## src/hdl/pmac_consts.svh

```systemverilog
`ifndef PMAC_CONSTS_SVH
`define PMAC_CONSTS_SVH

// Register offsets
`define PMAC_OFS_BASIC_CONTROL      5'h00
`define PMAC_OFS_BASIC_STATUS       5'h01
`define PMAC_OFS_ADVERTISED         5'h04
`define PMAC_OFS_PARTNER            5'h05
`define PMAC_OFS_EXPANSION          5'h06
`define PMAC_OFS_LINK_SUMMARY       5'h10
`define PMAC_OFS_CODING_CONFIG      5'h16

// basic_control fields
`define PMAC_BC_SPEED               13
`define PMAC_BC_NEG_EN              12
`define PMAC_BC_RESTART             9
`define PMAC_BC_DUPLEX              8

// basic_status fields
`define PMAC_BS_CAPS                16'h7849
`define PMAC_BS_NEG_DONE            5
`define PMAC_BS_REMOTE_FAULT        4
`define PMAC_BS_LINK                2

// advertised / partner ability fields
`define PMAC_AB_100FD               8
`define PMAC_AB_100HD               7
`define PMAC_AB_10FD                6
`define PMAC_AB_10HD                5
`define PMAC_AB_SELECTOR            5'h01
`define PMAC_AB_REMOTE_FAULT        13
`define PMAC_AB_NEXT_PAGE           15
`define PMAC_PD_WORD_100            16'h0081
`define PMAC_PD_WORD_10             16'h0021

// negotiation_expansion fields
`define PMAC_EX_PD_FAULT            4
`define PMAC_EX_LP_NP               3
`define PMAC_EX_LOCAL_NP            2
`define PMAC_EX_PAGE_RX             1
`define PMAC_EX_LP_ABLE             0
`define PMAC_LOCAL_NP_ABLE          1'h1

// link_status_summary fields
`define PMAC_LS_LINK                0
`define PMAC_LS_SPEED10             1
`define PMAC_LS_DUPLEX              2
`define PMAC_LS_NEG_DONE            4

// coding_sublayer_config fields
`define PMAC_CS_FIBER_ENABLE        6
`define PMAC_CS_FAR_END_FAULT       3
`define PMAC_CS_SCRAMBLER_BYPASS    1
`define PMAC_CS_DESCRAMBLER_BYPASS  0

// Break-link timer
`define PMAC_CLK_HZ                 200000000
`define PMAC_BREAK_LINK_MS          1500
`define PMAC_BREAK_LINK_CYCLES      (`PMAC_BREAK_LINK_MS * (`PMAC_CLK_HZ / 1000))

`endif

```

## src/hdl/pmac_pkg.sv

```systemverilog
package pmac_pkg;

	typedef enum logic [4:0] {
		PMAC_ST_FORCED   = 5'h01,
		PMAC_ST_BREAK    = 5'h02,
		PMAC_ST_ABILITY  = 5'h04,
		PMAC_ST_COMPLETE = 5'h08,
		PMAC_ST_PD_DONE  = 5'h10
	} pmac_state_type;

endpackage : pmac_pkg

```

## src/hdl/pmac_break_timer.sv

```systemverilog
`include "pmac_consts.svh"

module pmac_break_timer #(
	parameter int unsigned CYCLES = `PMAC_BREAK_LINK_CYCLES
) (
	input  wire logic clk,
	input  wire logic srst,
	input  wire logic start,
	output logic      running,
	output logic      expired
);

	logic [31:0] count_q;

	always_ff @(posedge clk) begin
		if (srst) begin
			count_q <= 32'h0;
			expired <= 1'b0;
		end else if (start) begin
			count_q <= CYCLES[31:0];
			expired <= 1'b0;
		end else if (count_q != 32'h0) begin
			count_q <= count_q - 32'h1;
			expired <= (count_q == 32'h1);
		end else begin
			expired <= 1'b0;
		end
	end

	assign running = (count_q != 32'h0);

endmodule : pmac_break_timer

```

## src/hdl/pmac_port_config.sv

```systemverilog
// Behaviour
// - Reset samples media strap; high selects fiber
// - Fiber strap sets fault and bypass bits
// - Fiber-enable bit write changes media anytime
// - Forced straps choose one fixed mode
// - Negotiation straps choose advertised ability set
// - Reset loads straps into advertised bits 8:5
// - Advertise register contents; any combination writable
// - Resolve 100 full, 100 half, 10 full, 10 half
// - Control speed/duplex apply only when negotiation off
// - Summary status reports resolved speed after link
// - Capability bits fixed set, T4 clear
// - Status shows complete, remote fault, link, preamble
// - Default advertises all for forced straps or ability straps 11; cleared bits suppressed
// - Partner register captures pages; fixed parallel words
// - Parallel detect sets mode bit and selector
// - Expansion reports fault, next pages, page, able
// - Parallel detect leaves partner-able zero
// - Both links good at once during parallel detection sets fault
// - Restart bit with enable set restarts negotiation outside break
// - Lost negotiated link resumes negotiation
// - Renegotiation silences link until break timer expires
`include "pmac_consts.svh"

module pmac_port_config #(
	parameter int unsigned BREAK_CYCLES = `PMAC_BREAK_LINK_CYCLES
) (
	input  wire logic        SYS_CLK,
	input  wire logic        SRST,
	input  wire logic        MEDIA_STRAP,
	input  wire logic        NEGOTIATION_ENABLE_STRAP,
	input  wire logic        ABILITY_STRAP_LOW,
	input  wire logic        ABILITY_STRAP_HIGH,
	input  wire logic [4:0]  REG_ADDR,
	input  wire logic        REG_WR,
	input  wire logic        REG_RD,
	input  wire logic [15:0] REG_WDATA,
	output logic      [15:0] REG_RDATA,
	input  wire logic        LINK_GOOD_10,
	input  wire logic        LINK_GOOD_100,
	input  wire logic        FLP_DETECTED,
	input  wire logic        PAGE_VALID,
	input  wire logic [15:0] PAGE_WORD,
	output logic             LINK_HALT,
	output logic             FLP_SEND,
	output logic      [15:0] ADVERTISED_WORD,
	output logic             SPEED_100,
	output logic             FULL_DUPLEX,
	output logic             FIBER_MODE,
	output logic             FAR_END_FAULT_EN,
	output logic             SCRAMBLER_BYPASS,
	output logic             DESCRAMBLER_BYPASS
);

	////////////////////////////////////////////////////////////////////////////
	// Strap and pin synchronisers

	logic [3:0] pin_meta_q;
	logic [3:0] pin_sync_q;

	always_ff @(posedge SYS_CLK) begin
		pin_meta_q <= {MEDIA_STRAP, NEGOTIATION_ENABLE_STRAP, ABILITY_STRAP_HIGH,
			ABILITY_STRAP_LOW};
		pin_sync_q <= pin_meta_q;
	end

	logic       strap_fiber;
	logic       strap_neg;
	logic [1:0] strap_ab;

	assign strap_fiber = pin_sync_q[3];
	assign strap_neg   = pin_sync_q[2];
	assign strap_ab    = pin_sync_q[1:0];

	// Ability set advertised from straps; forced straps advertise everything
	logic [3:0] strap_adv;

	always_comb begin
		strap_adv = 4'hF;
		if (strap_neg) begin
			case (strap_ab)
				2'b00:   strap_adv = 4'h3;
				2'b01:   strap_adv = 4'hC;
				2'b10:   strap_adv = 4'h5;
				default: strap_adv = 4'hF;
			endcase
		end
	end

	////////////////////////////////////////////////////////////////////////////
	// Register write and expansion-read decode

	logic wr_control;
	logic wr_adv;
	logic wr_coding;
	logic rd_expansion;

	assign wr_control   = REG_WR && (REG_ADDR == `PMAC_OFS_BASIC_CONTROL);
	assign wr_adv       = REG_WR && (REG_ADDR == `PMAC_OFS_ADVERTISED);
	assign wr_coding    = REG_WR && (REG_ADDR == `PMAC_OFS_CODING_CONFIG);
	assign rd_expansion = REG_RD && (REG_ADDR == `PMAC_OFS_EXPANSION);

	////////////////////////////////////////////////////////////////////////////
	// basic_control

	logic ctl_speed_q;
	logic ctl_neg_en_q;
	logic ctl_duplex_q;
	logic neg_en_rise;
	logic restart_req;

	always_ff @(posedge SYS_CLK) begin
		if (SRST) begin
			ctl_neg_en_q <= strap_neg;
			ctl_speed_q  <= strap_ab[1];
			ctl_duplex_q <= strap_ab[0];
		end else if (wr_control) begin
			ctl_neg_en_q <= REG_WDATA[`PMAC_BC_NEG_EN];
			ctl_speed_q  <= REG_WDATA[`PMAC_BC_SPEED];
			ctl_duplex_q <= REG_WDATA[`PMAC_BC_DUPLEX];
		end
	end

	// Enable turned on by software starts negotiation afresh
	assign neg_en_rise = wr_control && REG_WDATA[`PMAC_BC_NEG_EN] && !ctl_neg_en_q;
	assign restart_req = wr_control && REG_WDATA[`PMAC_BC_RESTART]
		&& REG_WDATA[`PMAC_BC_NEG_EN];

	////////////////////////////////////////////////////////////////////////////
	// advertised_abilities

	logic [15:0] adv_q;

	always_ff @(posedge SYS_CLK) begin
		if (SRST) begin
			adv_q <= {7'h00, strap_adv, `PMAC_AB_SELECTOR};
		end else if (wr_adv) begin
			adv_q <= REG_WDATA;
		end
	end

	assign ADVERTISED_WORD = adv_q;

	////////////////////////////////////////////////////////////////////////////
	// coding_sublayer_config

	logic [15:0] coding_q;

	always_ff @(posedge SYS_CLK) begin
		if (SRST) begin
			coding_q <= 16'h0000;
			coding_q[`PMAC_CS_FIBER_ENABLE]       <= strap_fiber;
			coding_q[`PMAC_CS_FAR_END_FAULT]      <= strap_fiber;
			coding_q[`PMAC_CS_SCRAMBLER_BYPASS]   <= strap_fiber;
			coding_q[`PMAC_CS_DESCRAMBLER_BYPASS] <= strap_fiber;
		end else if (wr_coding) begin
			coding_q <= REG_WDATA;
		end
	end

	assign FIBER_MODE         = coding_q[`PMAC_CS_FIBER_ENABLE];
	assign FAR_END_FAULT_EN   = coding_q[`PMAC_CS_FAR_END_FAULT];
	assign SCRAMBLER_BYPASS   = coding_q[`PMAC_CS_SCRAMBLER_BYPASS];
	assign DESCRAMBLER_BYPASS = coding_q[`PMAC_CS_DESCRAMBLER_BYPASS];

	////////////////////////////////////////////////////////////////////////////
	// Break-link timer

	logic break_start;
	logic break_running;
	logic break_expired;

	pmac_break_timer #(
		.CYCLES (BREAK_CYCLES)
	) u_break_timer (
		.clk     (SYS_CLK),
		.srst    (SRST),
		.start   (break_start),
		.running (break_running),
		.expired (break_expired)
	);

	////////////////////////////////////////////////////////////////////////////
	// Negotiation state machine

	pmac_pkg::pmac_state_type state_q;
	pmac_pkg::pmac_state_type state_d;

	logic link_any;
	logic one_link;
	logic renegotiate;
	logic page_accept;
	logic pd_accept;
	logic link_seen_q;
	logic neg_en_eff;

	assign link_any    = LINK_GOOD_10 || LINK_GOOD_100;
	assign one_link    = LINK_GOOD_10 ^ LINK_GOOD_100;
	assign renegotiate = restart_req || neg_en_rise;
	assign page_accept = (state_q == pmac_pkg::PMAC_ST_ABILITY) && PAGE_VALID;
	// Parallel detection only while the partner sends no pulse bursts
	assign pd_accept   = (state_q == pmac_pkg::PMAC_ST_ABILITY) && !FLP_DETECTED && one_link;
	// Write in flight decides, else an enable toggle from forced mode is lost
	assign neg_en_eff  = wr_control ? REG_WDATA[`PMAC_BC_NEG_EN] : ctl_neg_en_q;

	always_comb begin
		state_d = state_q;
		case (state_q)
			pmac_pkg::PMAC_ST_FORCED: begin
				if (renegotiate) begin
					state_d = pmac_pkg::PMAC_ST_BREAK;
				end
			end
			pmac_pkg::PMAC_ST_BREAK: begin
				if (break_expired) begin
					state_d = pmac_pkg::PMAC_ST_ABILITY;
				end
			end
			pmac_pkg::PMAC_ST_ABILITY: begin
				if (renegotiate) begin
					state_d = pmac_pkg::PMAC_ST_BREAK;
				end else if (page_accept) begin
					state_d = pmac_pkg::PMAC_ST_COMPLETE;
				end else if (pd_accept) begin
					state_d = pmac_pkg::PMAC_ST_PD_DONE;
				end
			end
			pmac_pkg::PMAC_ST_COMPLETE, pmac_pkg::PMAC_ST_PD_DONE: begin
				if (renegotiate) begin
					state_d = pmac_pkg::PMAC_ST_BREAK;
				end else if (link_seen_q && !link_any) begin
					state_d = pmac_pkg::PMAC_ST_ABILITY;
				end
			end
			default: state_d = pmac_pkg::PMAC_ST_FORCED;
		endcase
		if (!neg_en_eff) begin
			state_d = pmac_pkg::PMAC_ST_FORCED;
		end
	end

	assign break_start = (state_d == pmac_pkg::PMAC_ST_BREAK)
		&& (state_q != pmac_pkg::PMAC_ST_BREAK);

	always_ff @(posedge SYS_CLK) begin
		if (SRST) begin
			// Strapped negotiation starts with bursts; forced waits for the agent
			state_q <= strap_neg ? pmac_pkg::PMAC_ST_ABILITY : pmac_pkg::PMAC_ST_FORCED;
		end else begin
			state_q <= state_d;
		end
	end

	// Link must come up once before its loss counts
	always_ff @(posedge SYS_CLK) begin
		if (SRST || (state_q != state_d)) begin
			link_seen_q <= 1'b0;
		end else if (link_any) begin
			link_seen_q <= 1'b1;
		end
	end

	// Held through the expiry cycle so bursts follow the silence with no gap
	assign LINK_HALT = (state_q == pmac_pkg::PMAC_ST_BREAK)
		&& (break_running || break_expired);
	assign FLP_SEND  = (state_q == pmac_pkg::PMAC_ST_ABILITY);

	////////////////////////////////////////////////////////////////////////////
	// Partner ability and expansion status

	logic [15:0] partner_q;
	logic        lp_able_q;
	logic        page_rx_q;
	logic        pd_fault_q;
	logic        pd_fault_set;

	assign pd_fault_set = (state_q == pmac_pkg::PMAC_ST_ABILITY) && !FLP_DETECTED
		&& LINK_GOOD_10 && LINK_GOOD_100;

	always_ff @(posedge SYS_CLK) begin
		if (SRST) begin
			partner_q <= 16'h0000;
			lp_able_q <= 1'b0;
		end else if (state_q == pmac_pkg::PMAC_ST_BREAK) begin
			partner_q <= 16'h0000;
			lp_able_q <= 1'b0;
		end else if ((state_q == pmac_pkg::PMAC_ST_ABILITY
				|| state_q == pmac_pkg::PMAC_ST_COMPLETE) && PAGE_VALID) begin
			partner_q <= PAGE_WORD;
			lp_able_q <= 1'b1;
		end else if (pd_accept) begin
			partner_q <= LINK_GOOD_100 ? `PMAC_PD_WORD_100 : `PMAC_PD_WORD_10;
			lp_able_q <= 1'b0;
		end
	end

	// Sticky flags clear on read; a new event in the read cycle wins
	always_ff @(posedge SYS_CLK) begin
		if (SRST) begin
			page_rx_q  <= 1'b0;
			pd_fault_q <= 1'b0;
		end else begin
			if (PAGE_VALID && state_q != pmac_pkg::PMAC_ST_FORCED) begin
				page_rx_q <= 1'b1;
			end else if (rd_expansion) begin
				page_rx_q <= 1'b0;
			end
			if (pd_fault_set) begin
				pd_fault_q <= 1'b1;
			end else if (rd_expansion) begin
				pd_fault_q <= 1'b0;
			end
		end
	end

	////////////////////////////////////////////////////////////////////////////
	// Mode resolution

	logic [3:0] common;
	logic       neg_done;
	logic       res_100;
	logic       res_full;

	assign common   = adv_q[`PMAC_AB_100FD:`PMAC_AB_10HD] & partner_q[`PMAC_AB_100FD:`PMAC_AB_10HD];
	assign neg_done = (state_q == pmac_pkg::PMAC_ST_COMPLETE)
		|| (state_q == pmac_pkg::PMAC_ST_PD_DONE);

	always_comb begin
		res_100  = 1'b0;
		res_full = 1'b0;
		if (common[3]) begin
			res_100  = 1'b1;
			res_full = 1'b1;
		end else if (common[2]) begin
			res_100  = 1'b1;
		end else if (common[1]) begin
			res_full = 1'b1;
		end
	end

	always_ff @(posedge SYS_CLK) begin
		if (SRST) begin
			SPEED_100   <= 1'b0;
			FULL_DUPLEX <= 1'b0;
		end else if (!ctl_neg_en_q) begin
			SPEED_100   <= ctl_speed_q;
			FULL_DUPLEX <= ctl_duplex_q;
		end else if (neg_done) begin
			SPEED_100   <= res_100;
			FULL_DUPLEX <= res_full;
		end
	end

	////////////////////////////////////////////////////////////////////////////
	// Read data

	logic [15:0] rd_d;

	always_comb begin
		rd_d = 16'h0000;
		case (REG_ADDR)
			`PMAC_OFS_BASIC_CONTROL: begin
				rd_d[`PMAC_BC_SPEED]  = ctl_speed_q;
				rd_d[`PMAC_BC_NEG_EN] = ctl_neg_en_q;
				rd_d[`PMAC_BC_DUPLEX] = ctl_duplex_q;
			end
			`PMAC_OFS_BASIC_STATUS: begin
				rd_d                        = `PMAC_BS_CAPS;
				rd_d[`PMAC_BS_NEG_DONE]     = neg_done;
				rd_d[`PMAC_BS_REMOTE_FAULT] = partner_q[`PMAC_AB_REMOTE_FAULT];
				rd_d[`PMAC_BS_LINK]         = link_any;
			end
			`PMAC_OFS_ADVERTISED: rd_d = adv_q;
			`PMAC_OFS_PARTNER:    rd_d = partner_q;
			`PMAC_OFS_EXPANSION: begin
				rd_d[`PMAC_EX_PD_FAULT] = pd_fault_q;
				rd_d[`PMAC_EX_LP_NP]    = partner_q[`PMAC_AB_NEXT_PAGE];
				rd_d[`PMAC_EX_LOCAL_NP] = `PMAC_LOCAL_NP_ABLE;
				rd_d[`PMAC_EX_PAGE_RX]  = page_rx_q;
				rd_d[`PMAC_EX_LP_ABLE]  = lp_able_q;
			end
			`PMAC_OFS_LINK_SUMMARY: begin
				rd_d[`PMAC_LS_LINK]     = link_any;
				rd_d[`PMAC_LS_SPEED10]  = link_any && !SPEED_100;
				rd_d[`PMAC_LS_DUPLEX]   = link_any && FULL_DUPLEX;
				rd_d[`PMAC_LS_NEG_DONE] = neg_done;
			end
			`PMAC_OFS_CODING_CONFIG: rd_d = coding_q;
			default: rd_d = 16'h0000;
		endcase
	end

	always_ff @(posedge SYS_CLK) begin
		if (SRST) begin
			REG_RDATA <= 16'h0000;
		end else if (REG_RD) begin
			REG_RDATA <= rd_d;
		end
	end

endmodule : pmac_port_config

```

## config.mk

```make
export PLATFORM = sky130hd
export DESIGN_NAME = pmac_port_config
export DESIGN_NICKNAME = d
export VERILOG_FILES = /design/src/hdl/pmac_pkg.sv /design/src/hdl/pmac_break_timer.sv /design/src/hdl/pmac_port_config.sv
export VERILOG_INCLUDE_DIRS = /design/src /design/src/hdl
export SDC_FILE = /design/constraint.sdc
export NUM_CORES = 1
export LEC_CHECK = 0
export ABC_AREA = 1
export BUFFER_PORTS_ARGS = -buffer_cell sky130_fd_sc_hd__buf_2
export CORE_MARGIN = 10
export CORE_UTILIZATION = 45
export DETAILED_ROUTE_END_ITERATION = 7
export HOLD_SLACK_MARGIN = 0.12
export PLACE_DENSITY = 0.69
export SYNTH_ARGS = -nofsm -noshare
export SYNTH_HDL_FRONTEND = slang
export SYNTH_SLANG_ARGS = --single-unit
```

## constraint.sdc

```tcl
create_clock -name SYS_CLK -period 2.1 [get_ports SYS_CLK]
set_input_delay 0 -clock SYS_CLK [delete_from_list [all_inputs] [get_ports SYS_CLK]]
set_output_delay 0 -clock SYS_CLK [all_outputs]
set_load 0.1 [all_outputs]
```

==> flow_summary_export.csv <==
group,metric,value,unit
status,status,"complete, no violations",
synth,synth.net_count,839,
floorplan,ioPinCount,89,
worst_setup_path,critPathMaxStageDelay,360,ps
worst_setup_path,worst-setup-path-type,"flop to output port",
clock_network,root_buffer,"clkbuf_16",
synth,synth_edf_count,10,
floorplan,fp.dieH,133,um
detailed_routing,vias,5616,
sta,hold_viol_final,0,
grt,gr-total-overflow,0,
detailed_routing,first_pass_iters,5,
synth,synthesis.area,5780,um^2
final_layout,antenna_cells,0,
worst_setup_path,path_delay_family,"simple AND/OR/NAND/NOR gates",
detailed_routing,wl_per_cell,15.1,um
power,vdd_drop_max,922,uV
synth,async_reset_ff_share,0,%
grt,antenna_found_initial,0,
sta,slew_headroom,60.4,%
synth,ys_seq_area_share,42.9,%
floorplan,die_w,133,um
final_layout,fillers,1197,
worst_setup_path,crit_fanout,8,
clock_network,clock_latency,430,ps
final_layout,multi_input_area,2920,um^2
sta,skew,8.04,ps
final_layout,area_growth,29.7,%
synth,syn_inst,785,
job,maxCapViolCount,0,
sta,worstMarginPinSlew,589,ps
detailed_routing,drcViolationCount,0,
synth,synth_flop_cell,"dfxtp_1",
hold_path,hold_path_class,"input pin to flop",
worst_setup_path,critical_path.startpoint,"u_break_timer.count_q[0]$_SDFFE_PP0P_",
sta,fin_ws,132,ps
worst_setup_path,crit_chain,"inv_2 > ha_2 > nand2_2 > nor2_4 > nand3_2 > nor2_4 > buf_6 > a21oi_2 > buf_6",
worst_setup_path,critical_path_required,2100,ps
final_layout,seq_area,2480,um^2
power,power_density,1220,nW/um^2
placement,place_congestion,0.950,
sta,finalSetupTns,0,ps
grt,grt_max_degree,39,
final_layout,drive_gt1_share,20.7,%
worst_setup_path,critPathLaunchType,"flop",
worst_setup_path,crit_slowest_cell,"dfxtp_1",
final_layout,nets,983,
clock_network,cts_inserted_buffers,17,
worst_setup_path,crit_arrival,1970,ps
final_layout,stdcell_area,7500,um^2
sta,max_freq,508,MHz
floorplan,core,12600,um^2
floorplan,rows,41,
detailed_routing,drtAntennaViolNets,0,
placement,dp_hpwl,12300,um
grt,grt_pass1_wl,27700,um
placement,port_buffers,88,
synth,synth.ff_latch_count,119,
worst_setup_path,end_kind,"output port",
floorplan,die_area,17800,um^2
placement,dpl_worst_slack,161,ps
grt,grt_pass1_vias,5404,
synth,avgSynthCellArea,7.37,um^2
hold_path,min-delay-start,"REG_ADDR[0]",
synth,yosysWarnings,0,
sta,fin_crit,1970,ps
clock_network,clkTransAtPathRegs,60,ps
grt,grt_usage,19.2,%
sta,post-route-period-util,93.7,%
detailed_routing,wl,16900,um
synth,synth_top_area_share,37.7,%
clock_network,tritoncts,"yes",
placement,dpl.cell_count,1032,
sta,grt_setup_unrepaired,"false",
synth,yosys.area.top_type,"dfxtp_1",
worst_setup_path,worstReg2RegStart,"u_break_timer.count_q[0]$_SDFFE_PP0P_",
synth,synth_cell_types,44,
clock_network,h-tree-depth,4,
worst_setup_path,path_buf_inv,3,
sta,setup-violations-final,0,
clock_network,cts_max_path_buffers,2,
power,p_leak,3.32,nW
sta,drv_slew,0,
detailed_routing,first_iter_violations,497,
floorplan,start_util,45.8,%
sta,hold_slack,141,ps
synth,synth.area.top_cells,"dfxtp_1 (38%), nand2_1 (13%), nor2_1 (6.9%)",
final_layout,final_cells,1114,
placement,postPlaceCellArea,6390,um^2
detailed_routing,vias_per_cell,5.04,
clock_network,cts.sinks,119,
-- cells in the mapped netlist, types with 2 or more instances --
library cell    n
nand2_1       200
dfxtp_1       109
nor2_1        107
inv_1          64
a21oi_1        53
o21ai_0        44
nand3_1        33
nand4_1        14
xor2_1         14
a21oi_2        13
clkbuf_1       12
edfxtp_1       10
nand2_2        10
nor3_1         10
xnor2_1         9
nor2_2          8
nor2_4          8
buf_2           5
ha_1            5
inv_2           5
a211oi_1        4
nand3b_1        4
nor3_2          4
o2111ai_1       4
o211ai_1        4
or2_2           4
a22oi_1         3
buf_6           3
a221oi_1        2
a31oi_1         2
clkinv_1        2
nand2_4         2
nand3_2         2
o21ai_1         2
-- metal layers --
layer | routed length [um] | share of wire, % | vias to the layer above | track usage, %
met5 | 0 | 0 | - | 0
met4 | 246 | 1.5 | 0 | 6.11
met3 | 1370 | 8.1 | 22 | 5.83
met2 | 7530 | 45 | 201 | 29.9
met1 | 7710 | 46 | 2534 | 24.9
li1 | - | - | 2859 | -
-- state kept, by name (all words and copies together), names as in the netlist --
signal,count
FULL_DUPLEX,1
pin_meta_q,4
REG_RDATA,16
pd_fault_q,1
pin_sync_q,4
partner_q,16
state_q,5
u_break_timer.expired,1
SPEED_100,1
lp_able_q,1
u_break_timer.count_q,32
ctl_duplex_q,1
ctl_speed_q,1
ctl_neg_en_q,1
link_seen_q,1
ADVERTISED_WORD,16
page_rx_q,1
coding_q,16
-- logic make-up after synthesis --
| kind of cell | count (synthesis) | synth area share [%] |
|---|---|---|
| AO/OA/AOI/OAI | 136 | 14.0 |
| XOR/XNOR | 23 | 3.48 |
| adder cells (fa/ha/maj) | 5 | 1.08 |
| buffers and inverters | 93 | 6.73 |
| flip-flops | 119 | 42.9 |
| AND/OR/NAND/NOR | 409 | 31.8 |
-- through the flow --
step           utilization [%]  power (mW)
6_report                  59.4        9.13
3_5_place_dp              50.6        6.03
2_1_floorplan                -        5.28
3_3_place_gp              50.6        6.05
4_1_cts                   59.3        9.07
5_1_grt                   59.4        9.74
-- path summary, 6_finish.rpt --
kind | slack [ps] | cells after the start | end
worst max-delay path | 130 | 9 | LINK_HALT
worst min-delay path | 140 | 5 | pd_fault_q$_SDFFE_PP0P_
worst max register to register | 200 | 12 | u_break_timer.count_q[25]$_SDFFE_PP0P_
worst min register to register | 330 | 0 | pin_sync_q[3]$_DFF_P_
-- where the power goes --
group / total, mW / internal, mW / switching, mW / leakage [nW]
clock: 2.95 / 1.85 / 1.09 / 0.295
combinational: 3.35 / 1.27 / 2.07 / 2.03
sequential: 2.83 / 2.58 / 0.256 / 0.990
-- layout by cell type (no fill, tap or decap), types with 3 or more instances in the layout --
| cell type | n |
|---|---|
| nand4_1 | 14 |
| clkinv_2 | 3 |
| ha_1 | 4 |
| nand2_2 | 10 |
| o21ai_0 | 44 |
| clkbuf_16 | 18 |
| buf_4 | 11 |
| nand2_1 | 200 |
| buf_2 | 87 |
| dfxtp_1 | 109 |
| o2111ai_1 | 4 |
| a211oi_1 | 4 |
| or2_2 | 4 |
| clkinv_4 | 3 |
| o211ai_1 | 4 |
| a21oi_1 | 52 |
| edfxtp_1 | 10 |
| xnor2_1 | 9 |
| nand3b_1 | 4 |
| inv_6 | 3 |
| a22oi_1 | 3 |
| nor2_1 | 107 |
| nand3_1 | 33 |
| nor2_4 | 8 |
| a21oi_2 | 14 |
| dlygate4sd3_1 | 47 |
| xor2_1 | 14 |
| inv_1 | 63 |
| nor2_2 | 8 |
| nor3_2 | 4 |
| nor3_1 | 10 |
| inv_2 | 6 |
-- worst min-delay path, stage by stage --
cell     delay, ps
buf_2          150
nor3_1         130
nand2_1        100
nand2_1         50
a21oi_1        100
-- what timing repair did --
item	in CTS	in global routing
setup buffers	1	2
endpoints found under the setup margin	1	2
pin swaps	1	1
gates resized for setup	3	2
endpoints found under the hold margin	77	0
hold buffers	47	0
-- area by class of cell --
type	instances	share of cell area [%]
Tap cell	172	2.87
Inverter	71	3.55
Clock buffer	19	6.19
Sequential cell	119	33.1
Timing Repair Buffer	147	13.5
Multi-Input combinational cell	573	38.9
Clock inverter	13	1.90
(Power assumes the default switching activity.)
